**src/rtl/fault_sup_cfg.svh**
```systemverilog
/*
 * Register offsets, field positions, reset values and timing counts of the
 * drive fault supervisor. Assumes a 25 MHz system clock and 32-bit Wishbone.
 */
`ifndef FAULT_SUP_CFG_SVH
`define FAULT_SUP_CFG_SVH

`define FS_CLK_HZ            25000000
`define FS_TICK_US           100
`define FS_TICK_CYCLES       ((`FS_CLK_HZ / 1000000) * `FS_TICK_US)

`define FS_ADDR_REACT        8'h00
`define FS_ADDR_LEVELS       8'h04
`define FS_ADDR_DELAYS       8'h08
`define FS_ADDR_OPEN_TIME    8'h0c
`define FS_ADDR_COMM         8'h10
`define FS_ADDR_CTRL         8'h14
`define FS_ADDR_STATUS       8'h18
`define FS_ADDR_MEASURE      8'h1c

`define FS_OPEN_REACT_POS    0
`define FS_OVSP_REACT_POS    4
`define FS_DEV_REACT_POS     8
`define FS_COMM_REACT_POS    0
`define FS_EXT_DET_POS       4
`define FS_EXT_REACT_POS     8
`define FS_OVERRIDE_POS      12
`define FS_COMM_RST_SEL_POS  16

`define FS_OPEN_REACT_RST    2'h1
`define FS_OVSP_REACT_RST    2'h1
`define FS_DEV_REACT_RST     2'h3
`define FS_COMM_REACT_RST    3'h1
`define FS_EXT_DET_RST       1'h0
`define FS_EXT_REACT_RST     2'h1
`define FS_OVERRIDE_RST      1'h0
`define FS_COMM_RST_SEL_RST  1'h0

`define FS_OVSP_LEVEL_RST    8'h73
`define FS_DEV_LEVEL_RST     8'h0a
`define FS_OVSP_LEVEL_MAX    8'h78
`define FS_DEV_LEVEL_MAX     8'h32
`define FS_OVSP_DELAY_RST    16'h000a
`define FS_DEV_DELAY_RST     16'h0005
`define FS_OPEN_TIME_RST     16'h0014
`define FS_OVSP_DELAY_MAX    16'h0014
`define FS_DEV_DELAY_MAX     16'h0064
`define FS_OPEN_TIME_MAX     16'h0064

`define FS_TENTH_S_TICKS     16'h03e8

`endif

```
**src/rtl/fault_sup_pkg.sv**
```systemverilog
/*
 * Types of the drive fault supervisor. Assumes fault_sup_cfg.svh for numbers.
 */
package fault_sup_pkg;
  typedef enum logic [2:0] {
    REACT_RAMP       = 3'h0,
    REACT_COAST      = 3'h1,
    REACT_FAST       = 3'h2,
    REACT_ALARM      = 3'h3,
    REACT_ALARM_RUN  = 3'h4,
    REACT_ALARM_RAMP = 3'h5
  } reaction_e;

  typedef enum logic [1:0] {
    STOP_NONE  = 2'h0,
    STOP_RAMP  = 2'h1,
    STOP_COAST = 2'h2,
    STOP_FAST  = 2'h3
  } stop_e;
endpackage : fault_sup_pkg

```
**src/rtl/drive_fault_supervisor.sv**
```systemverilog
/*
 * Drive fault supervisor: pulse feedback supervision, network fault
 * reactions, multi-step override and communication-settings reset.
 * Assumes a classic Wishbone master on clk and an asynchronous pulse pin.
 */
// Our own choices: register access over Wishbone and the register addresses.
`timescale 1ns/100ps
`include "fault_sup_cfg.svh"

// Operation
// - Pulse input measured as speed feedback
// - Feedback supervision only with motor one
// - Reaction codes ramp, coast, fast, alarm
// - Alarm-only flags fault, motor keeps running
// - Three feedback reactions, defaults one, one, three
// - Overspeed above level longer than delay
// - Deviation beyond level longer than delay
// - Open circuit when pulses absent too long
// - Communication error reaction codes zero to five
// - External fault always or only running
// - External fault reaction codes zero to three
// - Selection zero ignores multi-step on network
// - Selection one lets multi-step override network
// - Initialization resets comm settings if selected
// - Reset selection survives initialization
module drive_fault_supervisor #(
  parameter int TICK_CYCLES = `FS_TICK_CYCLES,
  parameter int SPEED_W     = 16
) (
  input  wire logic               clk,
  input  wire logic               rst_b,
  input  wire logic               clk_en,
  input  wire logic               wb_cyc_i,
  input  wire logic               wb_stb_i,
  input  wire logic               wb_we_i,
  input  wire logic [7:0]         wb_adr_i,
  input  wire logic [3:0]         wb_sel_i,
  input  wire logic [31:0]        wb_dat_i,
  output logic      [31:0]        wb_dat_o,
  output logic                    wb_ack_o,
  input  wire logic               pulse_train_input,
  input  wire logic               motor_two_select,
  input  wire logic               running,
  input  wire logic [SPEED_W-1:0] max_freq_pulses,
  input  wire logic [SPEED_W-1:0] freq_reference,
  input  wire logic               comm_error,
  input  wire logic               network_external_fault,
  input  wire logic               network_reference_select,
  input  wire logic               multistep_active,
  input  wire logic               initialize_command,
  output logic                    feedback_open_fault,
  output logic                    overspeed_fault,
  output logic                    speed_deviation_fault,
  output logic                    comm_error_fault,
  output logic                    ext_fault,
  output logic [1:0]              stop_mode,
  output logic                    preset_run,
  output logic                    multistep_select,
  output logic [SPEED_W-1:0]      speed_feedback
);
  logic [1:0]  open_fault_reaction;
  logic [1:0]  overspeed_reaction;
  logic [1:0]  deviation_reaction;
  logic [2:0]  comm_error_reaction;
  logic        ext_fault_detect_select;
  logic [1:0]  ext_fault_reaction;
  logic        multistep_override_select;
  logic        comm_settings_reset_select;
  logic [7:0]  overspeed_level;
  logic [7:0]  deviation_level;
  logic [15:0] overspeed_delay;
  logic [15:0] deviation_delay;
  logic [15:0] open_detect_time;
  logic [2:0]  pulse_sync;
  logic        pulse_level;
  logic        pulse_edge;
  logic [31:0] tick_count;
  logic        tick;
  logic [9:0]  sub_tenth;
  logic        tenth;
  logic [SPEED_W-1:0] pulse_count;
  logic [15:0] open_timer;
  logic [15:0] ovsp_timer;
  logic [15:0] dev_timer;
  logic        feedback_on;
  logic        ovsp_cond;
  logic        dev_cond;
  logic [SPEED_W-1:0] speed_diff;
  logic        bus_req;
  logic        bus_wr;
  logic [31:0] next_rdata;

  // Scales a percentage of maximum frequency to pulses per measuring window
  function automatic logic [SPEED_W-1:0] pct_of_max(input logic [7:0] pct,
                                                    input logic [SPEED_W-1:0] mx);
    logic [SPEED_W+7:0] prod;
    prod = SPEED_W'(mx) * (SPEED_W+8)'(pct);
    return SPEED_W'(prod / (SPEED_W+8)'(100));
  endfunction : pct_of_max

  // Maps a reaction code onto the stop request it produces
  function automatic logic [1:0] stop_of(input logic [2:0] code);
    case (code)
      3'h0, 3'h5: return fault_sup_pkg::STOP_RAMP;
      3'h1:       return fault_sup_pkg::STOP_COAST;
      3'h2:       return fault_sup_pkg::STOP_FAST;
      default:    return fault_sup_pkg::STOP_NONE;
    endcase
  endfunction : stop_of

  // Clamps a written field to its documented top value
  function automatic logic [15:0] clamp16(input logic [15:0] v, input logic [15:0] mx);
    return (v > mx) ? mx : v;
  endfunction : clamp16

  assign bus_req = wb_cyc_i && wb_stb_i && !wb_ack_o;
  assign bus_wr  = bus_req && wb_we_i && clk_en;

  always_ff @(posedge clk) begin
    if (!rst_b) begin
      wb_ack_o <= 1'b0;
      wb_dat_o <= 32'h0000_0000;
    end else if (clk_en) begin
      wb_ack_o <= bus_req;
      if (bus_req && !wb_we_i) begin
        wb_dat_o <= next_rdata;
      end
    end
  end

  always_comb begin
    next_rdata = 32'h0000_0000;
    unique case (wb_adr_i)
      `FS_ADDR_REACT: begin
        next_rdata[`FS_OPEN_REACT_POS +: 2] = open_fault_reaction;
        next_rdata[`FS_OVSP_REACT_POS +: 2] = overspeed_reaction;
        next_rdata[`FS_DEV_REACT_POS +: 2]  = deviation_reaction;
      end
      `FS_ADDR_LEVELS:    next_rdata = {8'h00, deviation_level, 8'h00, overspeed_level};
      `FS_ADDR_DELAYS:    next_rdata = {deviation_delay, overspeed_delay};
      `FS_ADDR_OPEN_TIME: next_rdata = {16'h0000, open_detect_time};
      `FS_ADDR_COMM: begin
        next_rdata[`FS_COMM_REACT_POS +: 3] = comm_error_reaction;
        next_rdata[`FS_EXT_DET_POS]         = ext_fault_detect_select;
        next_rdata[`FS_EXT_REACT_POS +: 2]  = ext_fault_reaction;
        next_rdata[`FS_OVERRIDE_POS]        = multistep_override_select;
        next_rdata[`FS_COMM_RST_SEL_POS]    = comm_settings_reset_select;
      end
      `FS_ADDR_STATUS: next_rdata = {24'h0, stop_mode, preset_run, ext_fault,
                                     comm_error_fault, speed_deviation_fault,
                                     overspeed_fault, feedback_open_fault};
      `FS_ADDR_MEASURE: next_rdata = 32'(speed_feedback);
      default:          next_rdata = 32'h0000_0000;
    endcase
  end

  // Feedback settings; a write with byte lane 0 set updates the low field
  always_ff @(posedge clk) begin
    if (!rst_b) begin
      open_fault_reaction <= `FS_OPEN_REACT_RST;
      overspeed_reaction  <= `FS_OVSP_REACT_RST;
      deviation_reaction  <= `FS_DEV_REACT_RST;
      overspeed_level     <= `FS_OVSP_LEVEL_RST;
      deviation_level     <= `FS_DEV_LEVEL_RST;
      overspeed_delay     <= `FS_OVSP_DELAY_RST;
      deviation_delay     <= `FS_DEV_DELAY_RST;
      open_detect_time    <= `FS_OPEN_TIME_RST;
    end else if (bus_wr) begin
      if (wb_adr_i == `FS_ADDR_REACT && wb_sel_i[0]) begin
        open_fault_reaction <= wb_dat_i[`FS_OPEN_REACT_POS +: 2];
        overspeed_reaction  <= wb_dat_i[`FS_OVSP_REACT_POS +: 2];
      end
      if (wb_adr_i == `FS_ADDR_REACT && wb_sel_i[1]) begin
        deviation_reaction <= wb_dat_i[`FS_DEV_REACT_POS +: 2];
      end
      if (wb_adr_i == `FS_ADDR_LEVELS && wb_sel_i[0]) begin
        overspeed_level <= 8'(clamp16({8'h00, wb_dat_i[7:0]}, {8'h00, `FS_OVSP_LEVEL_MAX}));
      end
      if (wb_adr_i == `FS_ADDR_LEVELS && wb_sel_i[2]) begin
        deviation_level <= 8'(clamp16({8'h00, wb_dat_i[23:16]}, {8'h00, `FS_DEV_LEVEL_MAX}));
      end
      if (wb_adr_i == `FS_ADDR_DELAYS && wb_sel_i[0]) begin
        overspeed_delay <= clamp16(wb_dat_i[15:0], `FS_OVSP_DELAY_MAX);
      end
      if (wb_adr_i == `FS_ADDR_DELAYS && wb_sel_i[2]) begin
        deviation_delay <= clamp16(wb_dat_i[31:16], `FS_DEV_DELAY_MAX);
      end
      if (wb_adr_i == `FS_ADDR_OPEN_TIME && wb_sel_i[0]) begin
        open_detect_time <= clamp16(wb_dat_i[15:0], `FS_OPEN_TIME_MAX);
      end
    end
  end

  // Communication settings; initialization beats a same-cycle bus write
  always_ff @(posedge clk) begin
    if (!rst_b) begin
      comm_error_reaction        <= `FS_COMM_REACT_RST;
      ext_fault_detect_select    <= `FS_EXT_DET_RST;
      ext_fault_reaction         <= `FS_EXT_REACT_RST;
      multistep_override_select  <= `FS_OVERRIDE_RST;
      comm_settings_reset_select <= `FS_COMM_RST_SEL_RST;
    end else if (clk_en) begin
      if (initialize_command && comm_settings_reset_select) begin
        comm_error_reaction       <= `FS_COMM_REACT_RST;
        ext_fault_detect_select   <= `FS_EXT_DET_RST;
        ext_fault_reaction        <= `FS_EXT_REACT_RST;
        multistep_override_select <= `FS_OVERRIDE_RST;
      end else if (bus_wr && wb_adr_i == `FS_ADDR_COMM) begin
        if (wb_sel_i[0]) begin
          comm_error_reaction     <= (wb_dat_i[2:0] > 3'h5) ? 3'h5 : wb_dat_i[2:0];
          ext_fault_detect_select <= wb_dat_i[`FS_EXT_DET_POS];
        end
        if (wb_sel_i[1]) begin
          ext_fault_reaction        <= wb_dat_i[`FS_EXT_REACT_POS +: 2];
          multistep_override_select <= wb_dat_i[`FS_OVERRIDE_POS];
        end
      end
      if (bus_wr && wb_adr_i == `FS_ADDR_COMM && wb_sel_i[2]) begin
        comm_settings_reset_select <= wb_dat_i[`FS_COMM_RST_SEL_POS];
      end
    end
  end

  // Three-stage pin synchroniser; only stages two and three are compared
  always_ff @(posedge clk) begin
    if (!rst_b) begin
      pulse_sync  <= 3'h0;
      pulse_level <= 1'b0;
    end else if (clk_en) begin
      pulse_sync <= {pulse_sync[1:0], pulse_train_input};
      if (pulse_sync[1] == pulse_sync[2]) begin
        pulse_level <= pulse_sync[2];
      end
    end
  end
  assign pulse_edge = (pulse_sync[1] == pulse_sync[2]) && pulse_sync[2] && !pulse_level;

  // 100 us tick, 0.1 s sub-tick; speed is pulses counted per 0.1 s window
  always_ff @(posedge clk) begin
    if (!rst_b) begin
      tick_count     <= 32'h0;
      sub_tenth      <= 10'h000;
      pulse_count    <= '0;
      speed_feedback <= '0;
    end else if (clk_en) begin
      tick_count <= tick ? 32'h0 : tick_count + 32'h1;
      if (tenth) begin
        sub_tenth      <= 10'h000;
        speed_feedback <= pulse_count;
        pulse_count    <= pulse_edge ? SPEED_W'(1) : '0;
      end else begin
        if (tick) begin
          sub_tenth <= sub_tenth + 10'h001;
        end
        if (pulse_edge) begin
          pulse_count <= pulse_count + SPEED_W'(1);
        end
      end
    end
  end
  assign tick  = (tick_count == 32'(TICK_CYCLES - 1));
  assign tenth = tick && (sub_tenth == 10'(`FS_TENTH_S_TICKS - 16'h0001));

  assign feedback_on = !motor_two_select;
  assign speed_diff  = (speed_feedback > freq_reference) ? speed_feedback - freq_reference
                                                         : freq_reference - speed_feedback;
  assign ovsp_cond = feedback_on
                  && speed_feedback > pct_of_max(overspeed_level, max_freq_pulses);
  assign dev_cond  = feedback_on
                  && speed_diff > pct_of_max(deviation_level, max_freq_pulses);

  // Timers count 0.1 s steps; a fault needs strictly more steps than set
  always_ff @(posedge clk) begin
    if (!rst_b) begin
      open_timer            <= 16'h0;
      ovsp_timer            <= 16'h0;
      dev_timer             <= 16'h0;
      feedback_open_fault   <= 1'b0;
      overspeed_fault       <= 1'b0;
      speed_deviation_fault <= 1'b0;
      comm_error_fault      <= 1'b0;
      ext_fault             <= 1'b0;
    end else if (clk_en) begin
      if (!feedback_on || pulse_edge) begin
        open_timer <= 16'h0;
      end else if (tenth && open_timer <= open_detect_time) begin
        open_timer <= open_timer + 16'h1;
      end
      if (!ovsp_cond) begin
        ovsp_timer <= 16'h0;
      end else if (tenth && ovsp_timer <= overspeed_delay) begin
        ovsp_timer <= ovsp_timer + 16'h1;
      end
      if (!dev_cond) begin
        dev_timer <= 16'h0;
      end else if (tenth && dev_timer <= deviation_delay) begin
        dev_timer <= dev_timer + 16'h1;
      end
      // Sticky until reset, since no clear path is defined for these faults
      if (feedback_on && open_timer > open_detect_time) begin
        feedback_open_fault <= 1'b1;
      end
      if (ovsp_cond && ovsp_timer > overspeed_delay) begin
        overspeed_fault <= 1'b1;
      end
      if (dev_cond && dev_timer > deviation_delay) begin
        speed_deviation_fault <= 1'b1;
      end
      if (comm_error) begin
        comm_error_fault <= 1'b1;
      end
      if (network_external_fault && (!ext_fault_detect_select || running)) begin
        ext_fault <= 1'b1;
      end
    end
  end

  // Stop priority: coast over fast over ramp; alarm codes 3 and 4 never stop, code 5 ramps
  always_ff @(posedge clk) begin
    if (!rst_b) begin
      stop_mode  <= fault_sup_pkg::STOP_NONE;
      preset_run <= 1'b0;
    end else if (clk_en) begin
      logic [1:0] s0, s1, s2, s3, s4;
      s0 = feedback_open_fault   ? stop_of({1'b0, open_fault_reaction}) : 2'h0;
      s1 = overspeed_fault       ? stop_of({1'b0, overspeed_reaction})  : 2'h0;
      s2 = speed_deviation_fault ? stop_of({1'b0, deviation_reaction})  : 2'h0;
      s3 = comm_error_fault      ? stop_of(comm_error_reaction)         : 2'h0;
      s4 = ext_fault             ? stop_of({1'b0, ext_fault_reaction})  : 2'h0;
      if ({s0, s1, s2, s3, s4} == 10'h0) begin
        stop_mode <= fault_sup_pkg::STOP_NONE;
      end else if (s0 == 2'h2 || s1 == 2'h2 || s2 == 2'h2 || s3 == 2'h2 || s4 == 2'h2) begin
        stop_mode <= fault_sup_pkg::STOP_COAST;
      end else if (s0 == 2'h3 || s1 == 2'h3 || s2 == 2'h3 || s3 == 2'h3 || s4 == 2'h3) begin
        stop_mode <= fault_sup_pkg::STOP_FAST;
      end else begin
        stop_mode <= fault_sup_pkg::STOP_RAMP;
      end
      preset_run <= comm_error_fault
                 && comm_error_reaction == fault_sup_pkg::REACT_ALARM_RUN;
    end
  end

  // Multi-step inputs choose the reference unless the network one blocks them
  always_ff @(posedge clk) begin
    if (!rst_b) begin
      multistep_select <= 1'b0;
    end else if (clk_en) begin
      if (network_reference_select && !multistep_override_select) begin
        multistep_select <= 1'b0;
      end else begin
        multistep_select <= multistep_active;
      end
    end
  end
endmodule : drive_fault_supervisor

```
**config.mk**
```make
export PLATFORM = sky130hd
export DESIGN_NAME = drive_fault_supervisor
export DESIGN_NICKNAME = d
export VERILOG_FILES = /design/src/rtl/fault_sup_pkg.sv /design/src/rtl/drive_fault_supervisor.sv
export VERILOG_INCLUDE_DIRS = /design/src /design/src/rtl
export SDC_FILE = /design/constraint.sdc
export NUM_CORES = 1
export LEC_CHECK = 0
export ABC_AREA = 1
export ABC_CLOCK_PERIOD_IN_PS = 27300
export BUFFER_PORTS_ARGS = -buffer_cell sky130_fd_sc_hd__buf_2
export CORE_ASPECT_RATIO = 0.7
export CORE_MARGIN = 2
export CORE_UTILIZATION = 55
export CTS_BUF_LIST = sky130_fd_sc_hd__clkbuf_2
export CTS_CLUSTER_DIAMETER = 200
export DETAILED_ROUTE_END_ITERATION = 8
export PLACE_DENSITY = 0.75
export SETUP_SLACK_MARGIN = 0.05
export SLEW_MARGIN = 0
export SYNTH_ARGS = -nofsm -noshare
export SYNTH_HDL_FRONTEND = slang
export SYNTH_SLANG_ARGS = --single-unit
```
**constraint.sdc**
```tcl
create_clock -name clk -period 27.3 [get_ports clk]
set_input_delay 5.46 -clock clk [delete_from_list [all_inputs] [get_ports clk]]
set_output_delay 5.46 -clock clk [all_outputs]
set_load 0.03 [all_outputs]
```
==> results.ini, run 1 <==
[status]
status = finished, final reports clean

[sta]
fin_skew_ps = 98.1
drv_slew = 0
slew_headroom_pct = 28.9
setup_viol = 0
fmaxAchievable_mhz = 50.7
hold_viol_final = 0
timing.final.crit_share_pct = 72.2
worst_slew_pin_slew_ps = 1060
hold_slack_ps = 467
finalCriticalPeriod_ps = 19710
rsz0062_at_grt = false
tns_ps = 0

[global_route]
antenna_found_initial = 2
grt_max_degree = 75
grt_pass1_vias = 24800
grt_pass1_wl_mm = 123
grtUsageTotal_pct = 28.4
grt_overflow = 0

[final_layout]
final_common_cell = nand2_1
nNetsFinal = 4809
final_layout_size_suffix_gt1_share_pct = 12.6
areaGrowthSynthToFinish_pct = 6.35
final_cell_mix = nand2_1 (940), inv_1 (863), a21oi_1 (258)

[clock_tree]
cts_tree = done
h-tree-depth = 2
root_buffer = clkbuf_2
cts_resized = 0
clkLatencyLatePin_ps = 950
cts_hold_buf = 0
cts.clk_slew.worst_paths_ps = 90
cts_setup_buffers = 0
cts-buffers-inserted = 59
cts_sinks = 246
cts_buffer_depth = 3

[logic_synthesis]
ys_seq_area_share_pct = 17.5
ys_warn_count = 0
ys_async_sr_fraction_pct = 0
synth.distinct_cells = 69
synthCells = 4224
synth.avg_cell_area_um2 = 6.65
synth_seq_cells = 246
synth_edf_count = 0
syn-cell-area_um2 = 28100
synth_nets = 4696
synth_ff_type = dfxtp_1

[routing]
met2WireLength_mm = 31.6
ant_nets = 0
drc = 0
wl_met1_mm = 35.8
routed_wl_mm = 75.3
avgViaCountPerCell = 5.37
num_vias = 27100
wl_per_cell_um = 14.9
dr.pass1.iters = 6
drt_iter0_markers = 2428
top_layer = met5
wl_met3_mm = 6.22

[hold_path]
min_path_type = reg2reg

[floorplan]
initial_core_util_pct = 55.5
num_rows = 69
die_w_um = 274
ioPinCount = 148
die_height_um = 193
dieArea_um2 = 52900
core_area_um2 = 50600

[setup_path]
crit_top_cell = nand2_2
slowest_stage = fa_1
max_stage_delay_ps = 590
crit_arrival_ps = 20470
start_kind = input pin
worstPathRequired_ps = 28060
cp-end-kind = flop
path_max_fanout = 16
path_class = in2reg

[placement]
hpwl_mm = 59.8
place.gp.congestion = 0.968
port_buffers = 146

[flow_run]
cap_violations = 0

[sequential cells by signal, summed over array words and instances (netlist names), 2 cells and up]
signal and count:
tick_count 32, dev_timer 16, pulse_sync 3, comm_error_reaction 3
ovsp_timer 16, overspeed_reaction 2, stop_mode 2, wb_dat_o 32
deviation_reaction 2, speed_feedback 16, open_fault_reaction 2, deviation_delay 16
open_detect_time 16, open_timer 16, pulse_count 16, overspeed_delay 16
ext_fault_reaction 2, overspeed_level 8, sub_tenth 10, deviation_level 8
[worst paths after layout]
check | start | endpoint | slack (ps) | cells after the start
max | max_freq_pulses[10] | dev_timer[15] | 7590 | 107
min | deviation_delay[9] | deviation_delay[9] | 470 | 2
max reg2reg | overspeed_level[7] | ovsp_timer[15] | 11460 | 121
min reg2reg | deviation_delay[9] | deviation_delay[9] | 470 | 2
[critical path, delay by kind of cell]
kind / cells / cell delay [ps]
AOI/OAI and AO/OA: 11 / 1470
xor gates and xnor gates: 1 / 280
adders and majority gates: 6 / 2860
buffers and inverters: 8 / 830
and+or+nand+nor: 81 / 9510
[Yosys cell counts, types with 19 or more instances]
| cell | count | area [um^2] |
|---|---|---|
| inv_2 | 34 | 128 |
| clkbuf_1 | 104 | 390 |
| nor4_1 | 23 | 144 |
| nand3_1 | 198 | 991 |
| o21ai_1 | 28 | 140 |
| nor2_1 | 251 | 942 |
| fa_1 | 170 | 3400 |
| ha_1 | 212 | 2650 |
| o22ai_1 | 19 | 119 |
| nand2_2 | 123 | 769 |
| a21oi_1 | 258 | 1290 |
| o21ai_0 | 182 | 911 |
| nand2_1 | 940 | 3530 |
| inv_1 | 863 | 3240 |
| nand4_1 | 89 | 557 |
| dfxtp_1 | 246 | 4920 |
| nand2_4 | 44 | 495 |
| o221ai_1 | 19 | 166 |
| nor3_1 | 91 | 455 |
| xor2_1 | 44 | 385 |
| a221oi_1 | 22 | 193 |
[cells by family (layout without fill, tap and decap cells)]
kind of cell	Yosys count	after routing	share of synthesized area, %
flip-flops	246	246	17.5
adder cells (fa/ha/maj)	382	382	21.5
XOR/XNOR	67	67	2.22
AND/OR/NAND/NOR	1862	1862	31.6
AO/OA/AOI/OAI	647	647	13.4
buffers and inverters	1018	1171	13.6
multiplexers	2	2	0.0712
other	0	1	0
[metrics by stage]
stage	setup WS, ps	util (%)	cell area, um^2	cells
CTS	7790	59.1	29900	5051
floorplan	8830	-	28100	4224
global route	6010	59.1	29900	5052
finish	7590	59.1	29900	5052
global placement	7020	58.1	29400	4950
detailed placement	6830	58.1	29400	4950
[layout make-up]
type / count / area, um^2
multi-input combinational: 2960 / 19400
tap: 674 / 843
clock inverter: 18 / 80.1
inverter: 910 / 3430
clock buffer: 83 / 415
antenna: 1 / 2.50
sequential: 246 / 4920
timing repair buffer: 160 / 836
fill: 4912 / 20700
[layer usage]
metal  GRT usage [%]  vias up
met5               0        -
met4            7.21        2
met3            4.52      113
met2            44.0      993
met1            41.1    12300
li1                -    13700
Power of run 1 is left out: the tool's default activity adds up to more than one toggle a clock period on the data nets, which glitch-free logic cannot reach.
==> run 2, diff against run 1 <==
--- a/config.mk
+++ b/config.mk
@@ -7,7 +7,7 @@
 export NUM_CORES = 1
 export LEC_CHECK = 0
 export ABC_AREA = 1
-export ABC_CLOCK_PERIOD_IN_PS = 27300
+export ABC_CLOCK_PERIOD_IN_PS = 19770
 export BUFFER_PORTS_ARGS = -buffer_cell sky130_fd_sc_hd__buf_2
 export CORE_ASPECT_RATIO = 0.7
 export CORE_MARGIN = 2
==> constraint.sdc (replaced) <==
create_clock -name clk -period 19.77 [get_ports clk]
set_input_delay 3.954 -clock clk [delete_from_list [all_inputs] [get_ports clk]]
set_output_delay 3.954 -clock clk [all_outputs]
set_load 0.03 [all_outputs]
==> run 2 against run 1 <==
Routed wire length shrank 0.88%. Cell count grew 0.16%. Cell area grew 0.19%. First-iteration DRC count shrank 11%. Via count shrank 0.66%. Critical path type unchanged. Highest routed layer unchanged.
==> results.ini, run 2 (synthesis results as in run 1) <==
[routing]
drc = 0
num_vias = 27000
avgViaCountPerCell = 5.33
routed_wl_mm = 74.6
dr.pass1.iters = 6
wl_per_cell_um = 14.8
ant_nets = 0
drt_iter0_markers = 2152

[sta]
hold_slack_ps = 469
fin_skew_ps = 125
slew_headroom_pct = 31.8
worst_slew_pin_slew_ps = 1020
setup_viol = 0
tns_ps = 0
finalCriticalPeriod_ps = 18230
hold_viol_final = 0
timing.final.crit_share_pct = 92.2
drv_slew = 0
rsz0062_at_grt = false
fmaxAchievable_mhz = 54.8

[clock_tree]
cts_hold_buf = 0
cts_buffer_depth = 3
cts_sinks = 246
cts-buffers-inserted = 58
root_buffer = clkbuf_2
cts.clk_slew.worst_paths_ps = 110
clkLatencyLatePin_ps = 960
cts_resized = 0
cts_setup_buffers = 0
h-tree-depth = 2
cts_tree = done

[final_layout]
fin_util_pct = 59.2
final_cell_mix = nand2_1 (940), inv_1 (863), a21oi_1 (258)
final_layout_size_suffix_gt1_share_pct = 12.5
fillers = 4924
nNetsFinal = 4809
top_regs = tick_count: 32 flops, wb_dat_o: 32 flops
final_common_cell = nand2_1
areaGrowthSynthToFinish_pct = 6.55

[global_route]
grt_pass1_wl_mm = 122
grt_pass1_vias = 24500
antenna_found_initial = 4
grtUsageTotal_pct = 28.1
grt_overflow = 0
grt_max_degree = 75

[placement]
place.gp.congestion = 0.978
port_buffers = 146
hpwl_mm = 59.6

[setup_path]
path_class = in2reg
rrSetupSlack_ps = 3890
path_max_fanout = 16
slowest_stage = fa_1
rr_startpoint = overspeed_level[7]
rr_worst_depth = 123
cp-end-kind = flop
crit_arrival_ps = 19040
crit_top_cell = nand2_1
timing.rr.end = ovsp_timer[15]
start_kind = input pin
max_stage_delay_ps = 580
worstPathRequired_ps = 20570

[floorplan]
die_w_um = 274
dieArea_um2 = 52900
die_height_um = 193
initial_core_util_pct = 55.5
ioPinCount = 148
core_area_um2 = 50600
num_rows = 69

[hold_path]
hold_depth = 2
min-delay-start = deviation_delay[9]
min_to = wb_dat_o[25]
min_path_type = reg2reg

[flow_run]
cap_violations = 0

[status]
status = finished, final reports clean

## run 2: worst max-delay path by stage
stage | from | end | cells past startpoint
5_1_grt | max_freq_pulses[9] | ovsp_timer[15] | 122
2_1_floorplan | max_freq_pulses[10] | dev_timer[15] | 108
6_report | max_freq_pulses[10] | ovsp_timer[15] | 124
3_5_place_dp | max_freq_pulses[10] | ovsp_timer[15] | 118
4_1_cts | max_freq_pulses[10] | dev_timer[15] | 105
3_3_place_gp | max_freq_pulses[10] | ovsp_timer[15] | 118
## run 2: metrics by stage
step	instances	area [um^2]	worst slack [ps]
4_1_cts	5058	29900	1790
5_1_grt	5060	29900	75.9
3_5_place_dp	4951	29400	839
6_report	5060	29900	1540
2_1_floorplan	4224	28100	2810
3_3_place_gp	4951	29400	1050
## run 2: metal layers
metal  routed length, um  GRT usage, %  part of all wire [%]
met1               36200          41.6                    48
met4                1730          7.40                   2.3
met2               30700          42.1                    41
met5                  27             0                 0.036
met3                5950          4.57                   8.0
## run 2: layout make-up
| class | count | area (um^2) | area share [%] |
|---|---|---|---|
| Antenna cell | 2 | 5.00 | 0.0167 |
| Clock buffer | 80 | 400 | 1.34 |
| Clock inverter | 27 | 141 | 0.472 |
| Inverter | 910 | 3430 | 11.4 |
| Multi-Input combinational cell | 2960 | 19400 | 64.7 |
| Sequential cell | 246 | 4920 | 16.4 |
| Tap cell | 674 | 843 | 2.82 |
| Timing Repair Buffer | 161 | 843 | 2.82 |
## run 2: worst max-delay path: cells and delay by family
kind,cells,cell delay (ps)
buffers and inverters,11,900
adders and majority gates,6,2730
AOI/OAI and AO/OA,6,630
and+or+nand+nor,101,10800
Power of run 2 is left out for the same reason.
